--- config.mk ---
export PLATFORM = sky130hd
export DESIGN_NAME = alu_status_flags
export DESIGN_NICKNAME = d
export VERILOG_FILES = /design/src/hdl/alu_pkg.sv /design/src/hdl/alu_core.sv /design/src/hdl/alu_status_flags.sv
export SDC_FILE = /design/constraint.sdc
export NUM_CORES = 1
export LEC_CHECK = 0
export ABC_AREA = 1
export BUFFER_PORTS_ARGS = -buffer_cell sky130_fd_sc_hd__buf_4
export CORE_UTILIZATION = 55
export DETAILED_ROUTE_END_ITERATION = 16
export PLACE_DENSITY = 0.83
export RECOVER_POWER = 50
export SLEW_MARGIN = 20
export SYNTH_ARGS = -nofsm -noshare
export SYNTH_HDL_FRONTEND = slang
export SYNTH_HIERARCHICAL = 1
export SYNTH_SLANG_ARGS = --single-unit
export TNS_END_PERCENT = 50
--- constraint.sdc ---
create_clock -name ref_clk -period 1.8 [get_ports ref_clk]
set_input_delay 0.18 -clock ref_clk [delete_from_list [all_inputs] [get_ports ref_clk]]
set_output_delay 0.18 -clock ref_clk [all_outputs]
set_load 0.01 [all_outputs]
--- src/hdl/alu_pkg.sv ---
package alu_pkg;
  localparam int unsigned DATA_W = 8;
  localparam logic [7:0] FLAGS_ADDR = 8'h0a;
  localparam int unsigned C_BIT = 0;
  localparam int unsigned HC_BIT = 1;
  localparam int unsigned Z_BIT = 2;
  localparam int unsigned OV_BIT = 3;
  localparam int unsigned PD_BIT = 4;
  localparam int unsigned TO_BIT = 5;
  localparam logic [7:0] FLAGS_RST = 8'h00;
  localparam logic [7:0] FLAGS_IMPL = 8'h3f;
  localparam logic [7:0] DEC_ADJ_LO = 8'h06;
  localparam logic [7:0] DEC_ADJ_HI = 8'h60;
  localparam logic [3:0] NIB_LIMIT = 4'h9;

  typedef enum logic [4:0] {
    OP_NONE = 5'h00,
    OP_ADD = 5'h01,
    OP_ADC = 5'h02,
    OP_SUB = 5'h03,
    OP_SBC = 5'h04,
    OP_DEC_ADJ = 5'h05,
    OP_AND = 5'h06,
    OP_OR = 5'h07,
    OP_XOR = 5'h08,
    OP_CPL = 5'h09,
    OP_RL = 5'h0a,
    OP_RR = 5'h0b,
    OP_RLC = 5'h0c,
    OP_RRC = 5'h0d,
    OP_INC = 5'h0e,
    OP_DEC = 5'h0f,
    OP_SZ = 5'h10,
    OP_SNZ = 5'h11,
    OP_SIZ = 5'h12,
    OP_SDZ = 5'h13,
    OP_PASS = 5'h14
  } alu_op_e;

  typedef struct packed {
    logic ov;
    logic z;
    logic hc;
    logic c;
  } arith_flags_s;

  typedef struct packed {
    logic [7:0] result;
    arith_flags_s flags;
    logic [3:0] flag_we;
    logic skip;
  } alu_out_s;
endpackage : alu_pkg

--- src/hdl/alu_core.sv ---
`timescale 1ns/1ps
// combinational datapath: result, new flags, flag write mask, skip decision
module alu_core
(
  // operation
  input wire alu_pkg::alu_op_e op,
  input wire logic [7:0] opnd_a,
  input wire logic [7:0] opnd_b,
  input wire alu_pkg::arith_flags_s flags_in,
  // answer
  output alu_pkg::alu_out_s res
);
  logic [8:0] sum9;
  logic [4:0] sum5;
  logic [7:0] sum7;
  logic [8:0] adj;
  logic [7:0] r;
  logic c_out;
  logic hc_out;
  logic ov_out;
  logic [3:0] we;
  logic sk;
  logic add_sel;
  logic sub_sel;
  logic cin;
  logic [7:0] b_eff;

  always_comb
  begin
    add_sel = (op == alu_pkg::OP_ADD) || (op == alu_pkg::OP_ADC);
    sub_sel = (op == alu_pkg::OP_SUB) || (op == alu_pkg::OP_SBC);
    // subtraction as a + ~b + 1, so carry out means no borrow
    b_eff = sub_sel ? ~opnd_b : opnd_b;
    case (op)
      alu_pkg::OP_ADC: cin = flags_in.c;
      alu_pkg::OP_SBC: cin = flags_in.c;
      alu_pkg::OP_SUB: cin = 1'b1;
      default: cin = 1'b0;
    endcase
    sum9 = {1'b0, opnd_a} + {1'b0, b_eff} + {8'h00, cin};
    sum5 = {1'b0, opnd_a[3:0]} + {1'b0, b_eff[3:0]} + {4'h0, cin};
    sum7 = {1'b0, opnd_a[6:0]} + {1'b0, b_eff[6:0]} + {7'h00, cin};
    adj = {1'b0, opnd_a};
    if (flags_in.hc || (opnd_a[3:0] > alu_pkg::NIB_LIMIT))
      adj = adj + {1'b0, alu_pkg::DEC_ADJ_LO};
    if (flags_in.c || (adj[7:4] > alu_pkg::NIB_LIMIT) || adj[8])
      adj = adj + {1'b0, alu_pkg::DEC_ADJ_HI};
    r = opnd_a;
    c_out = flags_in.c;
    hc_out = flags_in.hc;
    ov_out = flags_in.ov;
    we = 4'h0;
    sk = 1'b0;
    case (op)
      alu_pkg::OP_ADD, alu_pkg::OP_ADC, alu_pkg::OP_SUB, alu_pkg::OP_SBC:
      begin
        r = sum9[7:0];
        c_out = sum9[8];
        hc_out = sum5[4];
        ov_out = sum7[7] ^ sum9[8];
        we = 4'hf;
      end
      alu_pkg::OP_DEC_ADJ:
      begin
        r = adj[7:0];
        c_out = adj[8] | flags_in.c;
        we = 4'h1;
      end
      alu_pkg::OP_AND:
      begin
        r = opnd_a & opnd_b;
        we = 4'h4;
      end
      alu_pkg::OP_OR:
      begin
        r = opnd_a | opnd_b;
        we = 4'h4;
      end
      alu_pkg::OP_XOR:
      begin
        r = opnd_a ^ opnd_b;
        we = 4'h4;
      end
      alu_pkg::OP_CPL:
      begin
        r = ~opnd_a;
        we = 4'h4;
      end
      alu_pkg::OP_RL: r = {opnd_a[6:0], opnd_a[7]};
      alu_pkg::OP_RR: r = {opnd_a[0], opnd_a[7:1]};
      alu_pkg::OP_RLC:
      begin
        r = {opnd_a[6:0], flags_in.c};
        c_out = opnd_a[7];
        we = 4'h1;
      end
      alu_pkg::OP_RRC:
      begin
        r = {flags_in.c, opnd_a[7:1]};
        c_out = opnd_a[0];
        we = 4'h1;
      end
      alu_pkg::OP_INC:
      begin
        r = opnd_a + 8'h01;
        we = 4'h4;
      end
      alu_pkg::OP_DEC:
      begin
        r = opnd_a - 8'h01;
        we = 4'h4;
      end
      alu_pkg::OP_SZ: sk = (opnd_a == 8'h00);
      alu_pkg::OP_SNZ: sk = (opnd_a != 8'h00);
      alu_pkg::OP_SIZ:
      begin
        r = opnd_a + 8'h01;
        sk = (r == 8'h00);
      end
      alu_pkg::OP_SDZ:
      begin
        r = opnd_a - 8'h01;
        sk = (r == 8'h00);
      end
      default: r = opnd_a;
    endcase
    res.result = r;
    res.flags.c = c_out;
    res.flags.hc = hc_out;
    res.flags.z = (r == 8'h00);
    res.flags.ov = ov_out;
    res.flag_we = we;
    res.skip = sk;
  end
endmodule : alu_core

--- src/hdl/alu_status_flags.sv ---
`timescale 1ns/1ps
// Behaviour
// - operands and results are eight bits wide.
// - add, add with carry, subtract, subtract with borrow, decimal adjust.
// - bitwise and, or, exclusive or, and complement.
// - plain and through-carry rotates, increment and decrement by one.
// - skip on zero, non-zero, increment zero, decrement zero.
// - each flag-affecting operation updates flags from its result.
// - carry bit 0 is carry out or no borrow; through-carry rotates set it.
// - half carry bit 1 is low-nibble carry or no nibble borrow.
// - zero bit 2 set when result is zero.
// - overflow bit 3 is carry into msb xor carry out.
// - powerdown bit 4 cleared at power-up or watchdog clear, set by halt.
// - expired bit 5 cleared at power-up, clear or halt; set on expiry.
// - bits 6 and 7 read as zero.
// - software writes never change powerdown or expired flags.
// - carry, half carry, zero, overflow writable like plain data.
// - flags are never saved automatically on interrupt or call.
// - eight-bit flags register at data address 0x0a.
module alu_status_flags
(
  // clock and reset
  input wire logic ref_clk,
  input wire logic nrst,
  // operation from the sequencer
  input wire logic op_valid,
  input wire alu_pkg::alu_op_e op,
  input wire logic [7:0] opnd_a,
  input wire logic [7:0] opnd_b,
  // data memory access
  input wire logic [7:0] mem_addr,
  input wire logic mem_wr,
  input wire logic [7:0] mem_wdata,
  // system events
  input wire logic halt_exec,
  input wire logic watchdog_clear_instruction,
  input wire logic watchdog_timer_expired,
  // outputs
  output logic [7:0] result_q,
  output logic result_valid_q,
  output logic skip_q,
  output logic [7:0] flags_rdata_q,
  output logic [7:0] alu_flags_q
);
  logic rst_meta_q;
  logic rst_sync_q;
  logic flags_sel;
  alu_pkg::alu_out_s core_out;
  alu_pkg::arith_flags_s cur;
  logic [7:0] flags_d;
  logic [7:0] result_d;
  logic result_valid_d;
  logic skip_d;
  logic [7:0] rdata_d;

  // reset released through two flops
  always_ff @(posedge ref_clk or negedge nrst)
  begin
    if (!nrst)
    begin
      rst_meta_q <= 1'b0;
      rst_sync_q <= 1'b0;
    end
    else
    begin
      rst_meta_q <= 1'b1;
      rst_sync_q <= rst_meta_q;
    end
  end

  assign cur.c = alu_flags_q[alu_pkg::C_BIT];
  assign cur.hc = alu_flags_q[alu_pkg::HC_BIT];
  assign cur.z = alu_flags_q[alu_pkg::Z_BIT];
  assign cur.ov = alu_flags_q[alu_pkg::OV_BIT];
  assign flags_sel = (mem_addr == alu_pkg::FLAGS_ADDR);

  alu_core u_core
  (
    .op(op),
    .opnd_a(opnd_a),
    .opnd_b(opnd_b),
    .flags_in(cur),
    .res(core_out)
  );

  // flags register carries no stack copy: interrupt and call leave it alone
  always_comb
  begin
    flags_d = alu_flags_q;
    if (mem_wr && flags_sel)
    begin
      // only the four arithmetic flags take written data
      flags_d[alu_pkg::C_BIT] = mem_wdata[alu_pkg::C_BIT];
      flags_d[alu_pkg::HC_BIT] = mem_wdata[alu_pkg::HC_BIT];
      flags_d[alu_pkg::Z_BIT] = mem_wdata[alu_pkg::Z_BIT];
      flags_d[alu_pkg::OV_BIT] = mem_wdata[alu_pkg::OV_BIT];
    end
    // operation flag update follows the store, as a result written to the
    // flags address is itself a flag-affecting operation
    if (op_valid)
    begin
      if (core_out.flag_we[0])
        flags_d[alu_pkg::C_BIT] = core_out.flags.c;
      if (core_out.flag_we[1])
        flags_d[alu_pkg::HC_BIT] = core_out.flags.hc;
      if (core_out.flag_we[2])
        flags_d[alu_pkg::Z_BIT] = core_out.flags.z;
      if (core_out.flag_we[3])
        flags_d[alu_pkg::OV_BIT] = core_out.flags.ov;
    end
    if (halt_exec)
    begin
      flags_d[alu_pkg::PD_BIT] = 1'b1;
      flags_d[alu_pkg::TO_BIT] = 1'b0;
    end
    else if (watchdog_clear_instruction)
    begin
      flags_d[alu_pkg::PD_BIT] = 1'b0;
      flags_d[alu_pkg::TO_BIT] = 1'b0;
    end
    // expiry wins over a same-cycle clear so the event is not lost
    if (watchdog_timer_expired)
      flags_d[alu_pkg::TO_BIT] = 1'b1;
    flags_d = flags_d & alu_pkg::FLAGS_IMPL;
  end

  always_comb
  begin
    result_d = op_valid ? core_out.result : result_q;
    result_valid_d = op_valid;
    skip_d = op_valid & core_out.skip;
    rdata_d = flags_sel ? (flags_d & alu_pkg::FLAGS_IMPL) : 8'h00;
  end

  always_ff @(posedge ref_clk or negedge rst_sync_q)
  begin
    if (!rst_sync_q)
    begin
      alu_flags_q <= alu_pkg::FLAGS_RST;
      result_q <= 8'h00;
      result_valid_q <= 1'b0;
      skip_q <= 1'b0;
      flags_rdata_q <= 8'h00;
    end
    else
    begin
      alu_flags_q <= flags_d;
      result_q <= result_d;
      result_valid_q <= result_valid_d;
      skip_q <= skip_d;
      flags_rdata_q <= rdata_d;
    end
  end
endmodule : alu_status_flags

==> results.txt, run 1 <==
status - aborted with a tool error
failing step - 5_1_grt
Stop Error - [ERROR GRT-0232] Routing congestion too high. Check the congestion heatmap in the GUI.
cell accounting for the most synthesized area - dfrtp_1
post-synthesis sequential area ratio - 17.2%
GRT Util Overall - 60.2%
clk sinks - 24
Max Buffers Root-to-Sink - 2
flops & latches, synth - 24
CTS Root Cell - clkbuf_8
Die Y - 81.6 um
Worst endpoint type - sequential cell input
total congestion overflow - 1
Synth Area per Inst - 6.16 um^2
ys async rst share - 100%
largest cells by area after synthesis - dfrtp_1 (17%), nand2_1 (17%), ha_1 (11%)
GRT worst endpoint - flags_rdata_q[3]$_DFF_PN0_/D
post-DP HPWL - 10.6 mm
count leader, synth - nand2_1
Post-Synthesis Cells - 566
Die W - 81.6 um
H-Tree Depth - 1
Post-synth EDFFs - 0
commonest register cell after synthesis - dfrtp_1
Syn. warnings - 6
Synth top cells by count - nand2_1 (156), inv_1 (75), nor2_1 (71)
Worst Setup Slack post-DPL - -1.55 ns
cell area after synthesis - 0.00349 mm^2
initial core utilization - 57.8%
standard-cell rows - 28
CTS Buf Count - 3
Yosys cell types - 35
pin count of the biggest net entering global routing - 23
num ports - 70
GP Congestion - 1.01
input/output buffers - 61
Synth top area share - 17.2%
-- cells by family after synthesis --
| logic type | count (synthesis) | share of synthesized area (%) |
|---|---|---|
| AND/OR/NAND/NOR | 344 | 44.9 |
| buffers and inverters | 100 | 12.3 |
| AO/OA/AOI/OAI | 37 | 5.92 |
| adder cells (fa/ha/maj) | 33 | 12.3 |
| flip-flops | 24 | 17.2 |
| XOR/XNOR | 18 | 4.52 |
| multiplexers | 8 | 2.58 |
| other | 2 | 0.215 |
-- per-layer routing --
metal | track usage (%) | GRT overflow
met3 | 33.8 | 0
met4 | 57.0 | 0
met1 | 62.1 | 0
met2 | 84.2 | 1
met5 | 10.8 | 0
-- metrics by stage --
step	cell area (um^2)	hold slack [ns]	std cells	util, %
floorplan	3580	-0.116	569	-
global placement	4930	-0.0384	807	81.8
detailed placement	4930	-0.0332	807	81.8
CTS	5320	0.137	831	88.2
-- what timing repair did --
item                                   CTS
resized for setup                       46
setup buffers                           19
hold buffers                             1
setup endpoints to repair               17
endpoints found under the hold margin    2
pin swaps                               28
==> run 2, diff against run 1 <==
Settings changed: CORE_UTILIZATION 55 to 40, PLACE_DENSITY 0.83 to default, PLACE_DENSITY_LB_ADDON from default to 0.15.
==> results.txt, run 2 <==
status - finished, violations left (was aborted with a tool error)
failing checks - negative setup slack
Hold Path Sink - alu_flags_q[5]
P per Cell Area - 499 mW/mm^2
Final nets - 832
Max Buffers Root-to-Sink - 2 (unchanged)
critical path arrival - 3.00 ns
fin. max-slew vios - 0
dpl cells - 842 (was 807)
Final Hold Viols - 0
Compound-Gate Fraction of Synth Area - 5.92% (unchanged)
Syn. warnings - 6 (unchanged)
Clock power frac - 17.9%
commonest non-fill, non-tap cell in the layout - buf_4
R2R Path Start - alu_flags_q[0]
Die Y - 95.4 um (was 81.6 um)
combinational family with the most area after synthesis - simple AND/OR/NAND/NOR gates (unchanged)
ys async rst share - 100% (unchanged)
Syn-to-layout area delta - 51.0%
most used cell, CP - nand2_2
Largest regs - result_q x8, alu_flags_q x6, flags_rdata_q x6
total congestion overflow - 0
num ports - 70 (unchanged)
clock-pin slew on the worst setup and hold paths - 0.09 ns
DR pass1 iterations - 5
Ant. Diodes - 0
core area - 0.00834 mm^2
cell accounting for the most synthesized area - dfrtp_1 (unchanged)
xor/xnor share of the synthesized area - 4.52% (unchanged)
Largest Register - result_q
met3 Track Usage GR - 2.23%
CP startpoint kind - input port
worst r2r path cells - 19
pin count of the biggest net entering global routing - 23
final setup margin - -1.03 ns
slowest stage cell on the critical path - fa_2
via count - 4,263
GP Congestion - 0.905 (was 1.01)
slowest cell delay on critical path - 0.33 ns
DRC - 0
Data required, critical path - 1.96 ns
final period utilization - 157%
routed len/inst - 14.1 um
most frequent cells in the layout - buf_4 (169), nand2_1 (143), inv_1 (66), nor2_1 (62), nand3_1 (49)
multiplexer area fraction after synthesis - 2.58% (unchanged)
fraction of layout instances using a drive strength above 1 - 37.8%
Design Power - 2.63 mW
GRT Util Overall - 27.7%
DR vias/cell - 4.96
sequential fraction of design power - 25.6%
Routed Wire Length - 12.1 mm
first-pass GRT wire length - 19.5 mm
maximum VDD drop - 0.000318 V
Tmin final - 2.83 ns
Post-synth EDFFs - 0 (unchanged)
Skew-Pair Late Insertion Delay - 0.27 ns
worst hold path type - input port to flop
Peak Freq - 353 MHz
CP Cell Sequence - buf_6, nor2_4, inv_2, nor2_4, inv_2, o21ai_4, xor2_2, fa_2, inv_2, fa_2, inv_2, nand3_2, nand2_2, nand2_2, nand2_2, nand2_2, a21oi_2, nor2_1, o21bai_1, xor2_1, o21ai_1, or2_4, nand2_2, nor2_1
fin util - 63.1%
Synth Area per Inst - 6.16 um^2 (unchanged)
clk sinks - 24 (unchanged)
hold depth - 3
Setup violations, final - 17
worst hold start - watchdog_timer_expired
CTS tree - yes
Slew @ Worst Pin - 0.856 ns
cell area after synthesis - 0.00349 mm^2 (unchanged)
post-synthesis sequential area ratio - 17.2% (unchanged)
input/output buffers - 61 (unchanged)
vias in the first global route - 4,154
unrepaired setup endpoints after global routing - yes
area share of and/or/nand/nor cells after synthesis - 44.9% (unchanged)
Static Leakage - 2.83 nW
Yosys cell types - 35 (unchanged)
Synth top cells by count - nand2_1 (156), inv_1 (75), nor2_1 (71) (unchanged)
largest cells by area after synthesis - dfrtp_1 (17%), nand2_1 (17%), ha_1 (11%) (unchanged)
Slew HR - 42.9%
Synth top area share - 17.2% (unchanged)
CTS Root Cell - clkbuf_8 (unchanged)
maxcap violations - 0
H-Tree Depth - 1 (unchanged)
GR peak layer - met2
Die W - 95.4 um (was 81.6 um)
kind of end point of the critical path - flop
CTS Buf Count - 3 (unchanged)
Sw Share - 38.5%
Synth Area in Adders - 12.3% (unchanged)
1st-iter DRT viols - 240
post-route insts no fill - 859
antenna-violating nets left - 0
global routing usage on met2 - 47.4%
Final Skew - 0.0124 ns
P_sw - 1.01 mW
max reg flops - 8
initial antenna violation count - 0
Worst Setup Slack post-DPL - -1.43 ns (was -1.55 ns)
Die ar. - 0.00909 mm^2
worst r2r dst - flags_rdata_q[3]
count leader, synth - nand2_1 (unchanged)
P_int - 1.62 mW
Post-Synthesis Cells - 566 (unchanged)
commonest register cell after synthesis - dfrtp_1 (unchanged)
initial core utilization - 41.8% (was 57.8%)
flops & latches, synth - 24 (unchanged)
standard-cell rows - 33 (was 28)
Comb power frac - 56.5%
internal reg-to-reg setup slack - -1.02 ns
CP max FO - 3
M1 GR Usage - 36.7%
WS Path Type - input port to flop
post-DP HPWL - 9.81 mm (was 10.6 mm)
## run 2: cell counts after synthesis
No cell type changed its count.
## run 2: how the worst max path moves through the flow
stage / start / cells after the start / end / slack (ns)
after floorplan: op[4] / 22 / flags_rdata_q[3] / -1.21
after CTS: alu_flags_q[0] / 20 / flags_rdata_q[2] / -0.96
final: op[2] / 24 / flags_rdata_q[3] / -1.03
after detailed placement: op[0] / 23 / flags_rdata_q[3] / -1.43
after global routing: op[0] / 27 / flags_rdata_q[2] / -1.21
after global placement: op[4] / 27 / flags_rdata_q[2] / -1.36
## run 2: final cells by class
class,instances,area [um^2]
clock inverter,1,30.0
timing repair buffer,197,1450
inverter,84,334
sequential,24,601
tap,105,131
multi-input combinational,445,2680
fill,810,3080
clock buffer,3,41.3
## run 2: metal layers
| layer | share of wire, % | routed length [um] |
|---|---|---|
| met5 | 0 | 0 |
| met4 | 2.2 | 262 |
| met3 | 4.5 | 544 |
| met2 | 48 | 5790 |
| met1 | 45 | 5490 |
## run 2: worst max-delay path: cells and delay by family
kind / cells / cell delay, ns
compound gates: 4 / 0.53
xor+xnor: 2 / 0.34
fa+ha+maj: 2 / 0.60
buf+inv: 5 / 0.35
simple gates: 11 / 0.99
## run 2: stage by stage
stage	setup TNS [ns]	hold slack (ns)	cell area, um^2
finish	-12.15	0.104	5270
global route	-15.07	0.115	5270
CTS	-11.60	0.106	5260
detailed placement	-19.04	-0.0344	4990
global placement	-17.90	-0.0374	4990
floorplan	-12.19	-0.116	3580
## run 2: kinds of logic (layout without fill, tap and decap cells)
logic type | count (synthesis) | in the layout
XOR/XNOR | 18 | 18
multiplexers | 8 | 8
other | 2 | 5
AO/OA/AOI/OAI | 37 | 37
adder cells (fa/ha/maj) | 33 | 33
AND/OR/NAND/NOR | 344 | 344
flip-flops | 24 | 24
buffers and inverters | 100 | 285
## run 2: timing repair
action / CTS / global route
pin swaps: 26 / 22
buffers inserted: 11 / 1
endpoints found under the hold margin: 2 / 0
resized for setup: 33 / 19
hold buffers: 1 / 0
cloned: 0 / 0
setup endpoints to repair: 17 / 17
## run 2: power groups by stage
stage	Clock [mW]	Combinational (mW)	Sequential [mW]
after global placement	0	1.35	0.680
final	0.469	1.48	0.674
after global routing	0.498	1.63	0.688
after floorplan	0	0.691	0.713
after CTS	0.478	1.46	0.676
after detailed placement	0	1.38	0.684
No activity file was read; power rests on OpenSTA's default activity.
